File: config.mk
export PLATFORM = sky130hd
export DESIGN_NAME = rmcfg_bank
export DESIGN_NICKNAME = d
export VERILOG_FILES = /design/src/rmcfg_pkg.sv /design/src/rmcfg_tick_gen.sv /design/src/rmcfg_dwell_timer.sv /design/src/rmcfg_bank.sv
export VERILOG_INCLUDE_DIRS = /design/src
export SDC_FILE = /design/constraint.sdc
export NUM_CORES = 1
export LEC_CHECK = 0
export BUFFER_PORTS_ARGS = -buffer_cell sky130_fd_sc_hd__buf_2
export CORE_UTILIZATION = 55
export DETAILED_ROUTE_END_ITERATION = 6
export GPL_TIMING_DRIVEN = 0
export PLACE_DENSITY = 0.78
export SLEW_MARGIN = 20
export SYNTH_ARGS = -nofsm -noshare
export SYNTH_HDL_FRONTEND = slang
export SYNTH_SLANG_ARGS = --single-unit
File: constraint.sdc
create_clock -name clk_i -period 5.2 [get_ports clk_i]
set_clock_uncertainty 0.2 [all_clocks]
set_input_delay 0.78 -clock clk_i [delete_from_list [all_inputs] [get_ports clk_i]]
set_output_delay 0.78 -clock clk_i [all_outputs]
set_load 0.1 [all_outputs]
File: src/rmcfg_defs.svh
// Offsets, field positions, reset values and timing counts of the modem configuration bank
`ifndef RMCFG_DEFS_SVH
`define RMCFG_DEFS_SVH
// -----------------------------------------------------------------
// Register offsets
// -----------------------------------------------------------------
`define RMCFG_ADDR_W          9
`define RMCFG_DATA_W          8
`define RMCFG_NUM_REGS        12
`define RMCFG_OFF_FIRST       9'h107
`define RMCFG_OFF_TICK_DIV    9'h107
`define RMCFG_OFF_WAKE_LEVEL  9'h108
`define RMCFG_OFF_CARRIER_LO  9'h109
`define RMCFG_OFF_CARRIER_MID 9'h10a
`define RMCFG_OFF_CARRIER_HI  9'h10b
`define RMCFG_OFF_RATE_LO     9'h10c
`define RMCFG_OFF_DEV_RATE_HI 9'h10d
`define RMCFG_OFF_TONE_LO     9'h10e
`define RMCFG_OFF_CORR_BW     9'h10f
`define RMCFG_OFF_POST_BW     9'h110
`define RMCFG_OFF_RSVD        9'h111
`define RMCFG_OFF_LOOP_PHASE  9'h112
`define RMCFG_OFF_LAST        9'h112
// -----------------------------------------------------------------
// Field positions and reset values
// -----------------------------------------------------------------
`define RMCFG_RESET_VAL       8'h00
`define RMCFG_DEV_HI_MSB      7
`define RMCFG_DEV_HI_LSB      4
`define RMCFG_RATE_HI_MSB     3
`define RMCFG_RATE_HI_LSB     0
`define RMCFG_LOOP_TUNE_MSB   7
`define RMCFG_LOOP_TUNE_LSB   2
`define RMCFG_PHASE_MSB       1
`define RMCFG_PHASE_LSB       0
// -----------------------------------------------------------------
// Scale factors and timing counts
// -----------------------------------------------------------------
`define RMCFG_LEVEL_OFFSET    9'sh06b
`define RMCFG_PFD_HZ          49'h00000018cba80
`define RMCFG_STEP_HZ         19'h00064
`define RMCFG_CLK_HZ_100K     7'h64
`define RMCFG_REF_HZ_100K     7'h0d
`define RMCFG_TICK_PRESCALE   7'h7f
`endif

File: src/rmcfg_pkg.sv
// Types shared by the modem configuration bank
package rmcfg_pkg;
   // Listen sequencer states, one-hot
   typedef enum logic [2:0] {
      LS_SLEEP   = 3'b001,
      LS_LISTEN  = 3'b010,
      LS_RECEIVE = 3'b100
   } rmcfg_listen_state_type;
   // Settings that the radio datapath reads
   typedef struct packed {
      logic [23:0] carrier_word;
      logic [32:0] carrier_hz;
      logic [11:0] rate_word;
      logic [18:0] rate_bps;
      logic [11:0] tone_word;
      logic [18:0] tone_hz;
      logic [7:0]  corr_bw;
      logic [1:0]  corr_phase;
      logic [8:0]  post_bw_khz;
      logic        post_bw_valid;
      logic [5:0]  loop_tune;
   } rmcfg_radio_cfg_type;
endpackage

File: src/rmcfg_tick_gen.sv
// Listen timer tick: 128 x divider periods of a 6.5 MHz reference
`timescale 1ns/10ps
`include "rmcfg_defs.svh"
module rmcfg_tick_gen (
   input  wire logic       clk_i,
   input  wire logic       reset_n_i,
   input  wire logic       run_i,
   input  wire logic [7:0] divider_i,
   output logic            tick_o
);
   logic [6:0] ref_acc_reg;
   logic [6:0] pre_reg;
   logic [7:0] div_reg;
   logic       ref_en;
   logic       pre_wrap;
   logic [7:0] tick_div;

   // Reference enable: 13 of every 100 cycles gives 6.5 MHz
   assign ref_en   = (ref_acc_reg + `RMCFG_REF_HZ_100K) >= `RMCFG_CLK_HZ_100K;
   assign pre_wrap = ref_en && (pre_reg == `RMCFG_TICK_PRESCALE);
   assign tick_div = divider_i - 8'h01;

   // Fractional accumulator, runs freely
   always_ff @(posedge clk_i or negedge reset_n_i) begin
      if (!reset_n_i) begin
         ref_acc_reg <= 7'h00;
      end else if (ref_en) begin
         ref_acc_reg <= ref_acc_reg + `RMCFG_REF_HZ_100K - `RMCFG_CLK_HZ_100K;
      end else begin
         ref_acc_reg <= ref_acc_reg + `RMCFG_REF_HZ_100K;
      end
   end

   // Prescale by 128 and divide by divider; restarts when idle
   always_ff @(posedge clk_i or negedge reset_n_i) begin
      if (!reset_n_i) begin
         pre_reg <= 7'h00;
         div_reg <= 8'h00;
         tick_o  <= 1'b0;
      end else if (!run_i || divider_i == 8'h00) begin
         pre_reg <= 7'h00;
         div_reg <= 8'h00;
         tick_o  <= 1'b0;
      end else begin
         tick_o <= 1'b0;
         if (ref_en) begin
            pre_reg <= pre_reg + 7'h01;
         end
         if (pre_wrap) begin
            if (div_reg >= tick_div) begin
               div_reg <= 8'h00;
               tick_o  <= 1'b1;
            end else begin
               div_reg <= div_reg + 8'h01;
            end
         end
      end
   end
endmodule // rmcfg_tick_gen

File: src/rmcfg_dwell_timer.sv
// Counts listen ticks and flags the end of the listen period
`timescale 1ns/10ps
module rmcfg_dwell_timer (
   input  wire logic       clk_i,
   input  wire logic       reset_n_i,
   input  wire logic       clear_i,
   input  wire logic       tick_i,
   input  wire logic [7:0] period_i,
   output logic            expired_o
);
   logic [7:0] count_reg;

   // Expired once the tick count reaches the period
   assign expired_o = tick_i && ((count_reg + 8'h01) >= period_i);

   // Tick counter
   always_ff @(posedge clk_i or negedge reset_n_i) begin
      if (!reset_n_i) begin
         count_reg <= 8'h00;
      end else if (clear_i) begin
         count_reg <= 8'h00;
      end else if (tick_i && count_reg != 8'hff) begin
         count_reg <= count_reg + 8'h01;
      end
   end
endmodule // rmcfg_dwell_timer

File: src/rmcfg_bank.sv
// Modem configuration register bank with listen sequencer and derived settings
// Summary of operation
// Listen tick is 128 x divider at 6.5 MHz
// Wake fire powers receiver for dwell ticks
// Wake level threshold is register minus 107
// Carrier word low first, 26 MHz x word/65536
// Rate word times 100 gives bits per second
// Deviation word high nibble; times 100 hertz
// Correlator bandwidth byte drives the demodulator
// Post filter kHz is twice value, 1..255
// Loop tuning used only for selection 1, 3
// Low two bits set correlator phase
// Selection 0 loads default tables on entry
// Byte registers read back last write, no effects
`timescale 1ns/10ps
`include "rmcfg_defs.svh"
module rmcfg_bank (
   input  wire logic                        clk_i,
   input  wire logic                        reset_n_i,
   // Register port
   input  wire logic [8:0]                  reg_addr_i,
   input  wire logic [7:0]                  reg_wdata_i,
   input  wire logic                        reg_write_i,
   input  wire logic                        reg_read_i,
   output logic [7:0]                       reg_rdata_o,
   // Autonomous listen control
   input  wire logic                        listen_mode_en_i,
   input  wire logic                        level_detect_en_i,
   input  wire logic                        wake_fire_i,
   input  wire logic [7:0]                  dwell_ticks_i,
   input  wire logic                        preamble_found_i,
   input  wire logic                        receive_done_i,
   input  wire logic signed [8:0]           signal_level_dbm_i,
   output logic                             receiver_power_o,
   output logic                             listen_expired_o,
   output logic                             level_above_o,
   output logic signed [8:0]                wake_level_dbm_o,
   // Loop table handling
   input  wire logic [1:0]                  loop_table_selection_i,
   input  wire logic                        radio_tx_i,
   input  wire logic                        radio_rx_i,
   output logic                             load_tx_table_o,
   output logic                             load_rx_table_o,
   // Settings for the radio datapath
   output rmcfg_pkg::rmcfg_radio_cfg_type   radio_cfg_o
);
   import rmcfg_pkg::*;

   // -----------------------------------------------------------------
   // Declarations
   // -----------------------------------------------------------------
   logic [7:0]             cfg_reg [`RMCFG_NUM_REGS];
   logic [3:0]             wr_index;
   logic                   wr_hit;
   logic [3:0]             rd_index;
   logic                   rd_hit;
   rmcfg_listen_state_type state_reg;
   rmcfg_listen_state_type state_next;
   logic                   listen_tick;
   logic                   dwell_expired;
   logic                   dwell_clear;
   logic                   preamble_ok;
   logic                   radio_tx_reg;
   logic                   radio_rx_reg;
   logic [23:0]            carrier_word;
   logic [11:0]            rate_word;
   logic [11:0]            tone_word;
   logic [48:0]            carrier_product;
   logic [18:0]            rate_product;
   logic [18:0]            tone_product;
   logic signed [8:0]      level_threshold;

   // -----------------------------------------------------------------
   // Address decode
   // -----------------------------------------------------------------

   // Maps a byte offset to its slot; hit is low outside the bank
   function automatic logic [4:0] decode_slot(input logic [8:0] addr);
      logic [8:0] rel;
      rel = addr - `RMCFG_OFF_FIRST;
      if (addr >= `RMCFG_OFF_FIRST && addr <= `RMCFG_OFF_LAST) begin
         decode_slot = {1'b1, rel[3:0]};
      end else begin
         decode_slot = 5'h00;
      end
   endfunction

   // Write and read decode
   assign {wr_hit, wr_index} = decode_slot(reg_addr_i);
   assign {rd_hit, rd_index} = decode_slot(reg_addr_i);

   // -----------------------------------------------------------------
   // Register storage
   // -----------------------------------------------------------------

   // One byte register per slot, written only when addressed
   generate
      for (genvar g = 0; g < `RMCFG_NUM_REGS; g++) begin : g_cfg
         always_ff @(posedge clk_i or negedge reset_n_i) begin
            if (!reset_n_i) begin
               cfg_reg[g] <= `RMCFG_RESET_VAL;
            end else if (reg_write_i && wr_hit && wr_index == 4'(g)) begin
               cfg_reg[g] <= reg_wdata_i;
            end
         end
      end
   endgenerate

   // Read data one cycle after the strobe, zero when unmapped
   always_ff @(posedge clk_i or negedge reset_n_i) begin
      if (!reset_n_i) begin
         reg_rdata_o <= 8'h00;
      end else if (reg_read_i && rd_hit) begin
         reg_rdata_o <= cfg_reg[rd_index];
      end else begin
         reg_rdata_o <= 8'h00;
      end
   end

   // -----------------------------------------------------------------
   // Word assembly
   // -----------------------------------------------------------------

   // Carrier word, low byte first
   assign carrier_word = {cfg_reg[4], cfg_reg[3], cfg_reg[2]};

   // Rate word: full low byte plus low nibble of shared byte
   assign rate_word = {cfg_reg[6][`RMCFG_RATE_HI_MSB:`RMCFG_RATE_HI_LSB],
                       cfg_reg[5]};

   // Deviation word: high nibble of shared byte on top
   assign tone_word = {cfg_reg[6][`RMCFG_DEV_HI_MSB:`RMCFG_DEV_HI_LSB],
                       cfg_reg[7]};

   // Scaled values
   assign carrier_product = 49'(carrier_word) * `RMCFG_PFD_HZ;
   assign rate_product    = 19'(rate_word) * `RMCFG_STEP_HZ;
   assign tone_product    = 19'(tone_word) * `RMCFG_STEP_HZ;

   // Threshold in dBm, register less the fixed offset
   assign level_threshold = $signed({1'b0, cfg_reg[1]}) - `RMCFG_LEVEL_OFFSET;

   // -----------------------------------------------------------------
   // Settings to the datapath
   // -----------------------------------------------------------------

   // Registered copies of the derived settings
   always_ff @(posedge clk_i or negedge reset_n_i) begin
      if (!reset_n_i) begin
         radio_cfg_o <= '0;
      end else begin
         radio_cfg_o.carrier_word  <= carrier_word;
         radio_cfg_o.carrier_hz    <= carrier_product[48:16];
         radio_cfg_o.rate_word     <= rate_word;
         radio_cfg_o.rate_bps      <= rate_product;
         radio_cfg_o.tone_word     <= tone_word;
         radio_cfg_o.tone_hz       <= tone_product;
         radio_cfg_o.corr_bw       <= cfg_reg[8];
         radio_cfg_o.corr_phase    <= cfg_reg[11][`RMCFG_PHASE_MSB:`RMCFG_PHASE_LSB];
         radio_cfg_o.post_bw_khz   <= {cfg_reg[9], 1'b0};
         radio_cfg_o.post_bw_valid <= cfg_reg[9] != 8'h00;
         // Loop tuning only passes for selection 1 or 3; kept here so the struct has one driver
         radio_cfg_o.loop_tune     <= loop_table_selection_i[0] ?
                                      cfg_reg[11][`RMCFG_LOOP_TUNE_MSB:`RMCFG_LOOP_TUNE_LSB] : 6'h00;
      end
   end

   // Threshold shown to the datapath
   always_ff @(posedge clk_i or negedge reset_n_i) begin
      if (!reset_n_i) begin
         wake_level_dbm_o <= 9'sh000;
      end else begin
         wake_level_dbm_o <= level_threshold;
      end
   end

   // -----------------------------------------------------------------
   // Loop table loading
   // -----------------------------------------------------------------

   // Previous transmit and receive state levels
   always_ff @(posedge clk_i or negedge reset_n_i) begin
      if (!reset_n_i) begin
         radio_tx_reg <= 1'b0;
         radio_rx_reg <= 1'b0;
      end else begin
         radio_tx_reg <= radio_tx_i;
         radio_rx_reg <= radio_rx_i;
      end
   end

   // Pulse on entry to transmit or receive with selection 0
   always_ff @(posedge clk_i or negedge reset_n_i) begin
      if (!reset_n_i) begin
         load_tx_table_o <= 1'b0;
         load_rx_table_o <= 1'b0;
      end else begin
         load_tx_table_o <= radio_tx_i && !radio_tx_reg &&
                            loop_table_selection_i == 2'h0;
         load_rx_table_o <= radio_rx_i && !radio_rx_reg &&
                            loop_table_selection_i == 2'h0;
      end
   end

   // -----------------------------------------------------------------
   // Listen timing
   // -----------------------------------------------------------------

   // Tick source runs only while listening
   rmcfg_tick_gen u_tick (
      .clk_i     (clk_i),
      .reset_n_i (reset_n_i),
      .run_i     (state_reg == LS_LISTEN),
      .divider_i (cfg_reg[0]),
      .tick_o    (listen_tick)
   );

   // Listen period counter
   rmcfg_dwell_timer u_dwell (
      .clk_i     (clk_i),
      .reset_n_i (reset_n_i),
      .clear_i   (dwell_clear),
      .tick_i    (listen_tick),
      .period_i  (dwell_ticks_i),
      .expired_o (dwell_expired)
   );

   // Counter restarts whenever not listening
   assign dwell_clear = state_reg != LS_LISTEN;

   // Preamble counts only at or above the level threshold when enabled
   assign preamble_ok = preamble_found_i &&
                        (!level_detect_en_i || signal_level_dbm_i >= level_threshold);

   // -----------------------------------------------------------------
   // Listen sequencer
   // -----------------------------------------------------------------

   // Next state
   always_comb begin
      state_next = state_reg;
      case (state_reg)
         LS_SLEEP: begin
            if (wake_fire_i && listen_mode_en_i) begin
               state_next = LS_LISTEN;
            end
         end
         LS_LISTEN: begin
            if (preamble_ok) begin
               state_next = LS_RECEIVE;
            end else if (dwell_expired || dwell_ticks_i == 8'h00) begin
               state_next = LS_SLEEP;
            end
         end
         LS_RECEIVE: begin
            if (receive_done_i) begin
               state_next = LS_SLEEP;
            end
         end
         default: begin
            state_next = LS_SLEEP;
         end
      endcase
   end

   // State register
   always_ff @(posedge clk_i or negedge reset_n_i) begin
      if (!reset_n_i) begin
         state_reg <= LS_SLEEP;
      end else begin
         state_reg <= state_next;
      end
   end

   // Receiver power and expiry pulse
   always_ff @(posedge clk_i or negedge reset_n_i) begin
      if (!reset_n_i) begin
         receiver_power_o <= 1'b0;
         listen_expired_o <= 1'b0;
      end else begin
         receiver_power_o <= state_next != LS_SLEEP;
         listen_expired_o <= state_reg == LS_LISTEN && state_next == LS_SLEEP;
      end
   end

   // Level comparison while listening with detection on
   always_ff @(posedge clk_i or negedge reset_n_i) begin
      if (!reset_n_i) begin
         level_above_o <= 1'b0;
      end else begin
         level_above_o <= level_detect_en_i && state_reg == LS_LISTEN &&
                          signal_level_dbm_i >= level_threshold;
      end
   end
endmodule // rmcfg_bank

==> impl_metrics.py, run 1 <==
metrics = {
    "status": {
        "status": "finished with violations",
        "violations": "negative setup slack",
    },
    "clock_network": {
        "clk_path_buf_depth": 3,
        "htreeDepth": 1,
        "cts.root.buffer_cell": "clkbuf_16",
        "cts.sinks": 288,
        "clk_latency_ps": 590,
        "cts.clk_slew.worst_paths_ps": 60,
        "cts_tree": "yes",
        "cts_made_buffers": 31,
    },
    "synth": {
        "synth_cell_types": 72,
        "synth_top_area_share_pct": 34.0,
        "synth_cells": 1937,
        "synth_top_area_cell": "dfrtp_1",
        "syn-cell-area_sq_um": 21100,
        "ys_warn_count": 0,
        "syn_avg_cell_area_sq_um": 10.9,
        "ys_seq_elements": 288,
        "synth_edf_count": 0,
        "synth-main-ff-cell": "dfrtp_1",
        "synth-seq-area-share_pct": 34.1,
        "ys_async_sr_fraction_pct": 100,
        "synth_area_leaders": "dfrtp_1 (34%), ha_1 (18%), fa_1 (15%), inv_1 (6.9%), mux2_2 (4.5%)",
    },
    "final_layout": {
        "drive_gt1_share_pct": 29.0,
        "final_cell_mix": "inv_1 (355), dfrtp_1 (263), ha_1 (245), buf_2 (212), fa_1 (155)",
        "fin_nets": 2791,
        "final_common_cell": "inv_1",
        "fillers": 2634,
        "finalNonFillerCells": 2812,
        "area_delta_synth_final_pct": 23.0,
        "largest_reg_flops": 134,
        "diodes": 0,
    },
    "power_and_ir_drop": {
        "clkPwrFrac_pct": 28.6,
        "power_density_nw_per_um2": 338,
        "p_sw_share_pct": 39.2,
        "leakage_nw": 13.9,
        "peakVddDrop_v": 0.000281,
        "seqPwrFrac_pct": 28.3,
        "p_comb_share_pct": 43.1,
        "switchingPower_w": 0.00344,
        "power.total_w": 0.00878,
        "internal-power_w": 0.00534,
    },
    "sta": {
        "setup_viol_count_final": 21,
        "clock.fmax_mhz": 177,
        "relSlewSlack_pct": 21.7,
        "drv_slew": 0,
        "hold_violations": 0,
        "post-route-period-util_pct": 109,
        "min_period_ps": 5650,
        "tightest_slew_ps": 1160,
        "rsz0062_at_grt": "yes",
        "setup_ws_ps": -451,
    },
    "die": {
        "core_sq_um": 37800,
        "die_area_sq_um": 39200,
        "die_h_microns": 198,
        "rows": 71,
        "initial_core_util_pct": 56.0,
        "die_w_microns": 198,
        "io_pins": 214,
    },
    "critical_path": {
        "crit_chain": "buf_6 -> ha_4 -> inv_4 -> fa_1 -> inv_2 -> fa_2 -> inv_2 -> fa_1 -> fa_1 -> fa_1 -> inv_2 -> ha_4 -> a21o_1 -> a21o_1 -> a21oi_2 -> o22ai_2 -> a31o_4 -> nand4_1 -> and3b_1 -> o21bai_1 -> xor2_1",
        "crit_path_end_kind": "register",
        "cp.arrival_ps": 5890,
        "crit_path_start_kind": "register",
        "critPathMaxStageDelay_ps": 570,
        "cp_max_fo": 6,
        "crit_required_ps": 5440,
        "cpMostUsedCell": "fa_1",
        "crit_slowest_cell": "fa_2",
        "worstSetupPathType": "register to register",
    },
    "detailed_routing": {
        "via_per_inst": 5.42,
        "routed_wl_mm": 53.7,
        "drc": 0,
        "antenna_left": 0,
        "post_drt_wl_per_cell_microns": 19.1,
        "firstDrtPassIters": 5,
        "vias": 15234,
        "drt_iter0_drc": 812,
    },
    "placed_design": {
        "portBuffers": 208,
        "dp.cells": 2663,
        "dpl.hpwl_mm": 38.9,
        "gp_congestion": 0.967,
    },
    "grt": {
        "antenna_found_initial": 1,
        "grtUsageTotal_pct": 27.4,
        "use_met1_pct": 33.9,
        "grt_pass1_wl_mm": 83.4,
        "grt_overflow": 0,
        "grt_pass1_vias": 16126,
        "busiest_layer": "met2",
        "use_met3_pct": 4.00,
        "grtUsageMet2_pct": 47.7,
        "grt_max_degree": 88,
    },
    "run": {
        "maxCapViolCount": 0,
    },
    "min_path": {
        "hold_class": "input pin to register",
    },
}
-- metal layers --
layer / share of wire [%] / routed length (microns) / vias to the layer above
li1: - / - / 7021
met1: 40 / 21400 / 7586
met2: 51 / 27100 / 478
met3: 5.3 / 2830 / 147
met4: 4.3 / 2310 / 2
met5: 0.015 / 8 / -
-- synth_stat cells, types with 7 or more instances --
| master | n |
|---|---|
| a211oi_1 | 8 |
| a21o_1 | 37 |
| a21oi_1 | 69 |
| a221oi_1 | 9 |
| and2_1 | 15 |
| and3_1 | 11 |
| buf_4 | 12 |
| clkbuf_1 | 20 |
| dfrtp_1 | 287 |
| fa_1 | 160 |
| ha_1 | 307 |
| inv_1 | 389 |
| mux2_2 | 84 |
| mux2i_1 | 16 |
| nand2_1 | 64 |
| nand2b_1 | 7 |
| nand3_1 | 21 |
| nand4_1 | 9 |
| nor2_1 | 93 |
| nor2_2 | 8 |
| nor2b_1 | 10 |
| nor3_1 | 20 |
| nor3b_1 | 9 |
| o2111ai_1 | 7 |
| o21a_1 | 13 |
| o21ai_0 | 50 |
| o22ai_1 | 9 |
| xnor2_1 | 66 |
| xor2_1 | 37 |
-- power groups by stage --
stage	Clock (W)	Combinational, W	Sequential, W
4_1_cts	0.00254	0.00336	0.00248
3_3_place_gp	0	0.00290	0.00253
3_5_place_dp	0	0.00298	0.00253
6_report	0.00251	0.00378	0.00248
2_1_floorplan	0	0.00156	0.00329
5_1_grt	0.00262	0.00409	0.00249
-- cells by family after synthesis --
| logic type | count (synthesis) | synth area share (%) |
|---|---|---|
| simple gates | 301 | 7.13 |
| mux | 104 | 5.66 |
| buf+inv | 430 | 7.88 |
| flops | 288 | 34.1 |
| compound gates | 242 | 7.50 |
| xor+xnor | 104 | 4.35 |
| fa+ha+maj | 467 | 33.3 |
| other cells | 1 | 0.0178 |
-- final timing paths --
path | start | end | slack, ps | cells after the start
setup reg to reg | carrier_word[9] | radio_cfg_o[119] | -450 | 21
hold reg to reg | radio_tx_reg | load_tx_table_o | 210 | 1
min in group asynchronous | reset_n_i | radio_cfg_o[117] | 530 | 2
hold / removal | radio_tx_i | radio_tx_reg | 110 | 1
max in group asynchronous | reset_n_i | carrier_word[7] | 3460 | 3
setup / recovery | carrier_word[9] | radio_cfg_o[119] | -450 | 21
-- critical path, delay by kind of cell (launching register included) --
family / cells / cell delay, ps
buf+inv: 5 / 360
simple gates: 2 / 290
fa+ha+maj: 7 / 3040
xor+xnor: 1 / 170
compound gates: 6 / 920
flops: 1 / 500
-- stage by stage --
stage          hold WS [ps]  util, %  setup WS, ps  cell area (sq um)  setup TNS, ps
2_1_floorplan           164        -        0.0711              21500              0
3_3_place_gp            188     61.3         -2460              23200        -563160
3_5_place_dp            203     61.6          -680              23200          -8260
4_1_cts                95.9     67.3          -313              25400          -3200
5_1_grt                 112     68.8          -562              26000          -8230
6_report                113     68.8          -451              26000          -5660
-- area by class of cell --
| class | instances | area, sq um | area share [%] |
|---|---|---|---|
| multi-input combinational | 1223 | 13400 | 51.4 |
| timing repair buffer | 303 | 1900 | 7.33 |
| clock inverter | 21 | 332 | 1.28 |
| sequential | 288 | 7250 | 27.9 |
| clock buffer | 36 | 835 | 3.21 |
| buffer | 39 | 198 | 0.761 |
| inverter | 391 | 1470 | 5.67 |
| tap | 511 | 639 | 2.46 |
-- timing repair --
action                                  4_1_cts  5_1_grt
setup buffers                                67       24
pin swaps                                    83       73
resized for setup                            83       94
hold buffers                                  1        0
gates cloned                                  0        0
endpoints found under the hold margin        46        0
endpoints found under the setup margin       23       27
(Power assumes the default switching activity.)
==> inputs of run 2 (changes only) <==
Settings changed: PLACE_DENSITY 0.78 to 0.83.
==> impl_metrics.py, run 2 (synthesis results as in run 1) <==
metrics = {
    "status": {
        "status": "finished with violations",
        "violations": "negative setup slack",
    },
    "clock_network": {
        "cts.root.buffer_cell": "clkbuf_16",
        "cts.clk_slew.worst_paths_ps": 70,
        "clk_latency_ps": 570,
        "cts_tree": "yes",
        "cts_made_buffers": 34,
        "htreeDepth": 2,
        "clk_path_buf_depth": 3,
        "cts.sinks": 288,
        "cts_hold_buf": 0,
    },
    "critical_path": {
        "crit_required_ps": 5480,
        "crit_chain": "buf_6 -> ha_1 -> inv_2 -> fa_1 -> inv_2 -> ha_4 -> inv_1 -> fa_1 -> inv_1 -> fa_1 -> inv_2 -> fa_1 -> inv_2 -> ha_4 -> a21o_1 -> a21o_1 -> a21oi_2 -> o21ai_2 -> a211oi_2 -> nor2b_1 -> o21a_1 -> nor2_2 -> xnor2_1",
        "ff2ff_path_depth": 23,
        "rr_endpoint": "radio_cfg_o[103]",
        "critPathMaxStageDelay_ps": 560,
        "crit_path_end_kind": "register",
        "cp.arrival_ps": 5950,
        "cp_max_fo": 5,
        "ff2ff_setup_slack_ps": -470,
        "crit_slowest_cell": "fa_1",
        "r2r_start": "carrier_word[8]",
        "worstSetupPathType": "register to register",
        "crit_path_start_kind": "register",
        "worst-path-buf-inv": 7,
        "cp_top_family": "adder cells",
    },
    "power_and_ir_drop": {
        "internal-power_w": 0.00517,
        "power.total_w": 0.00867,
        "switchingPower_w": 0.00351,
        "power_density_nw_per_um2": 336,
        "leakage_nw": 14.0,
        "seqPwrFrac_pct": 28.6,
        "p_comb_share_pct": 43.3,
        "peakVddDrop_v": 0.000236,
        "p_sw_share_pct": 40.4,
        "clkPwrFrac_pct": 28.1,
    },
    "die": {
        "die_w_microns": 198,
        "die_h_microns": 198,
        "core_sq_um": 37800,
        "die_area_sq_um": 39200,
        "io_pins": 214,
        "rows": 71,
        "initial_core_util_pct": 56.0,
    },
    "detailed_routing": {
        "antenna_left": 0,
        "drc": 0,
        "post_drt_wl_per_cell_microns": 19.9,
        "via_per_inst": 5.53,
        "routed_wl_mm": 56.2,
        "vias": 15621,
        "drt_iter0_drc": 1100,
        "firstDrtPassIters": 5,
    },
    "placed_design": {
        "dpl.hpwl_mm": 38.7,
        "postPlaceCellArea_sq_um": 23200,
        "gp_congestion": 0.946,
        "portBuffers": 208,
    },
    "sta": {
        "clock.fmax_mhz": 176,
        "relSlewSlack_pct": 30.0,
        "setup_ws_ps": -470,
        "tightest_slew_ps": 1040,
        "min_period_ps": 5670,
        "rsz0062_at_grt": "yes",
        "post-route-period-util_pct": 109,
        "hold_violations": 0,
        "drv_slew": 0,
        "setup_viol_count_final": 22,
    },
    "grt": {
        "grt_pass1_wl_mm": 87.7,
        "grtUsageTotal_pct": 29.2,
        "antenna_found_initial": 1,
        "grt_pass1_vias": 16667,
        "grt_overflow": 0,
        "grt_max_degree": 104,
    },
    "final_layout": {
        "area_delta_synth_final_pct": 22.2,
        "final_common_cell": "inv_1",
        "finish.instance_area_sq_um": 25800,
        "drive_gt1_share_pct": 28.3,
        "fin_nets": 2803,
        "final_cell_mix": "inv_1 (361), dfrtp_1 (263), ha_1 (258), buf_2 (212), fa_1 (153)",
        "largest_reg_flops": 134,
    },
    "min_path": {
        "hold_class": "input pin to async pin",
    },
    "run": {
        "maxCapViolCount": 0,
    },
}
run 2: layer usage:
metal | track usage (%) | share of wire [%]
met1 | 35.7 | 39
met2 | 49.5 | 49
met3 | 6.30 | 7.1
met4 | 13.0 | 4.8
met5 | 0 | 0
run 2: final cells by class:
cell class	instances	area, sq um
multi-input combinational	1223	13200
fill	2565	11900
sequential	288	7240
timing repair buffer	312	1960
inverter	391	1470
clock buffer	47	970
tap	511	639
buffer	39	198
clock inverter	12	155
antenna	1	2.50
run 2: per-stage QoR:
step                cells  util [%]  TNS (ps)  hold WS, ps  setup slack, ps
floorplan            1941         -         0          164           0.0711
global placement     2660      61.3   -547880          179            -2400
detailed placement   2662      61.5     -9460          188             -687
CTS                  2815      67.8     -2210         53.2             -235
global route         2824      68.4     -8940         95.7             -592
finish               2824      68.4     -5440         21.1             -470
run 2: worst max-delay path by stage:
stage | end | start | cells past startpoint | slack (ps)
finish | radio_cfg_o[103] | carrier_word[8] | 23 | -470
global route | radio_cfg_o[119] | carrier_word[15] | 20 | -590
CTS | radio_cfg_o[115] | carrier_word[6] | 21 | -240
detailed placement | radio_cfg_o[115] | carrier_word[6] | 20 | -690
global placement | carrier_word[4] | reset_n_i | 1 | -2400
floorplan | radio_cfg_o[119] | carrier_word[10] | 20 | 0.07
run 2: what timing repair did:
action | in CTS | in global routing
gates resized for setup | 112 | 38
cloned | 0 | 0
pin swaps | 107 | 17
setup buffers | 94 | 9
endpoints found under the setup margin | 24 | 25
run 2: power groups by stage:
stage	sequential (W)	clock [W]	combinational [W]
floorplan	0.00329	0	0.00156
global placement	0.00253	0	0.00290
detailed placement	0.00253	0	0.00300
CTS	0.00248	0.00246	0.00349
global route	0.00249	0.00253	0.00405
finish	0.00248	0.00243	0.00376
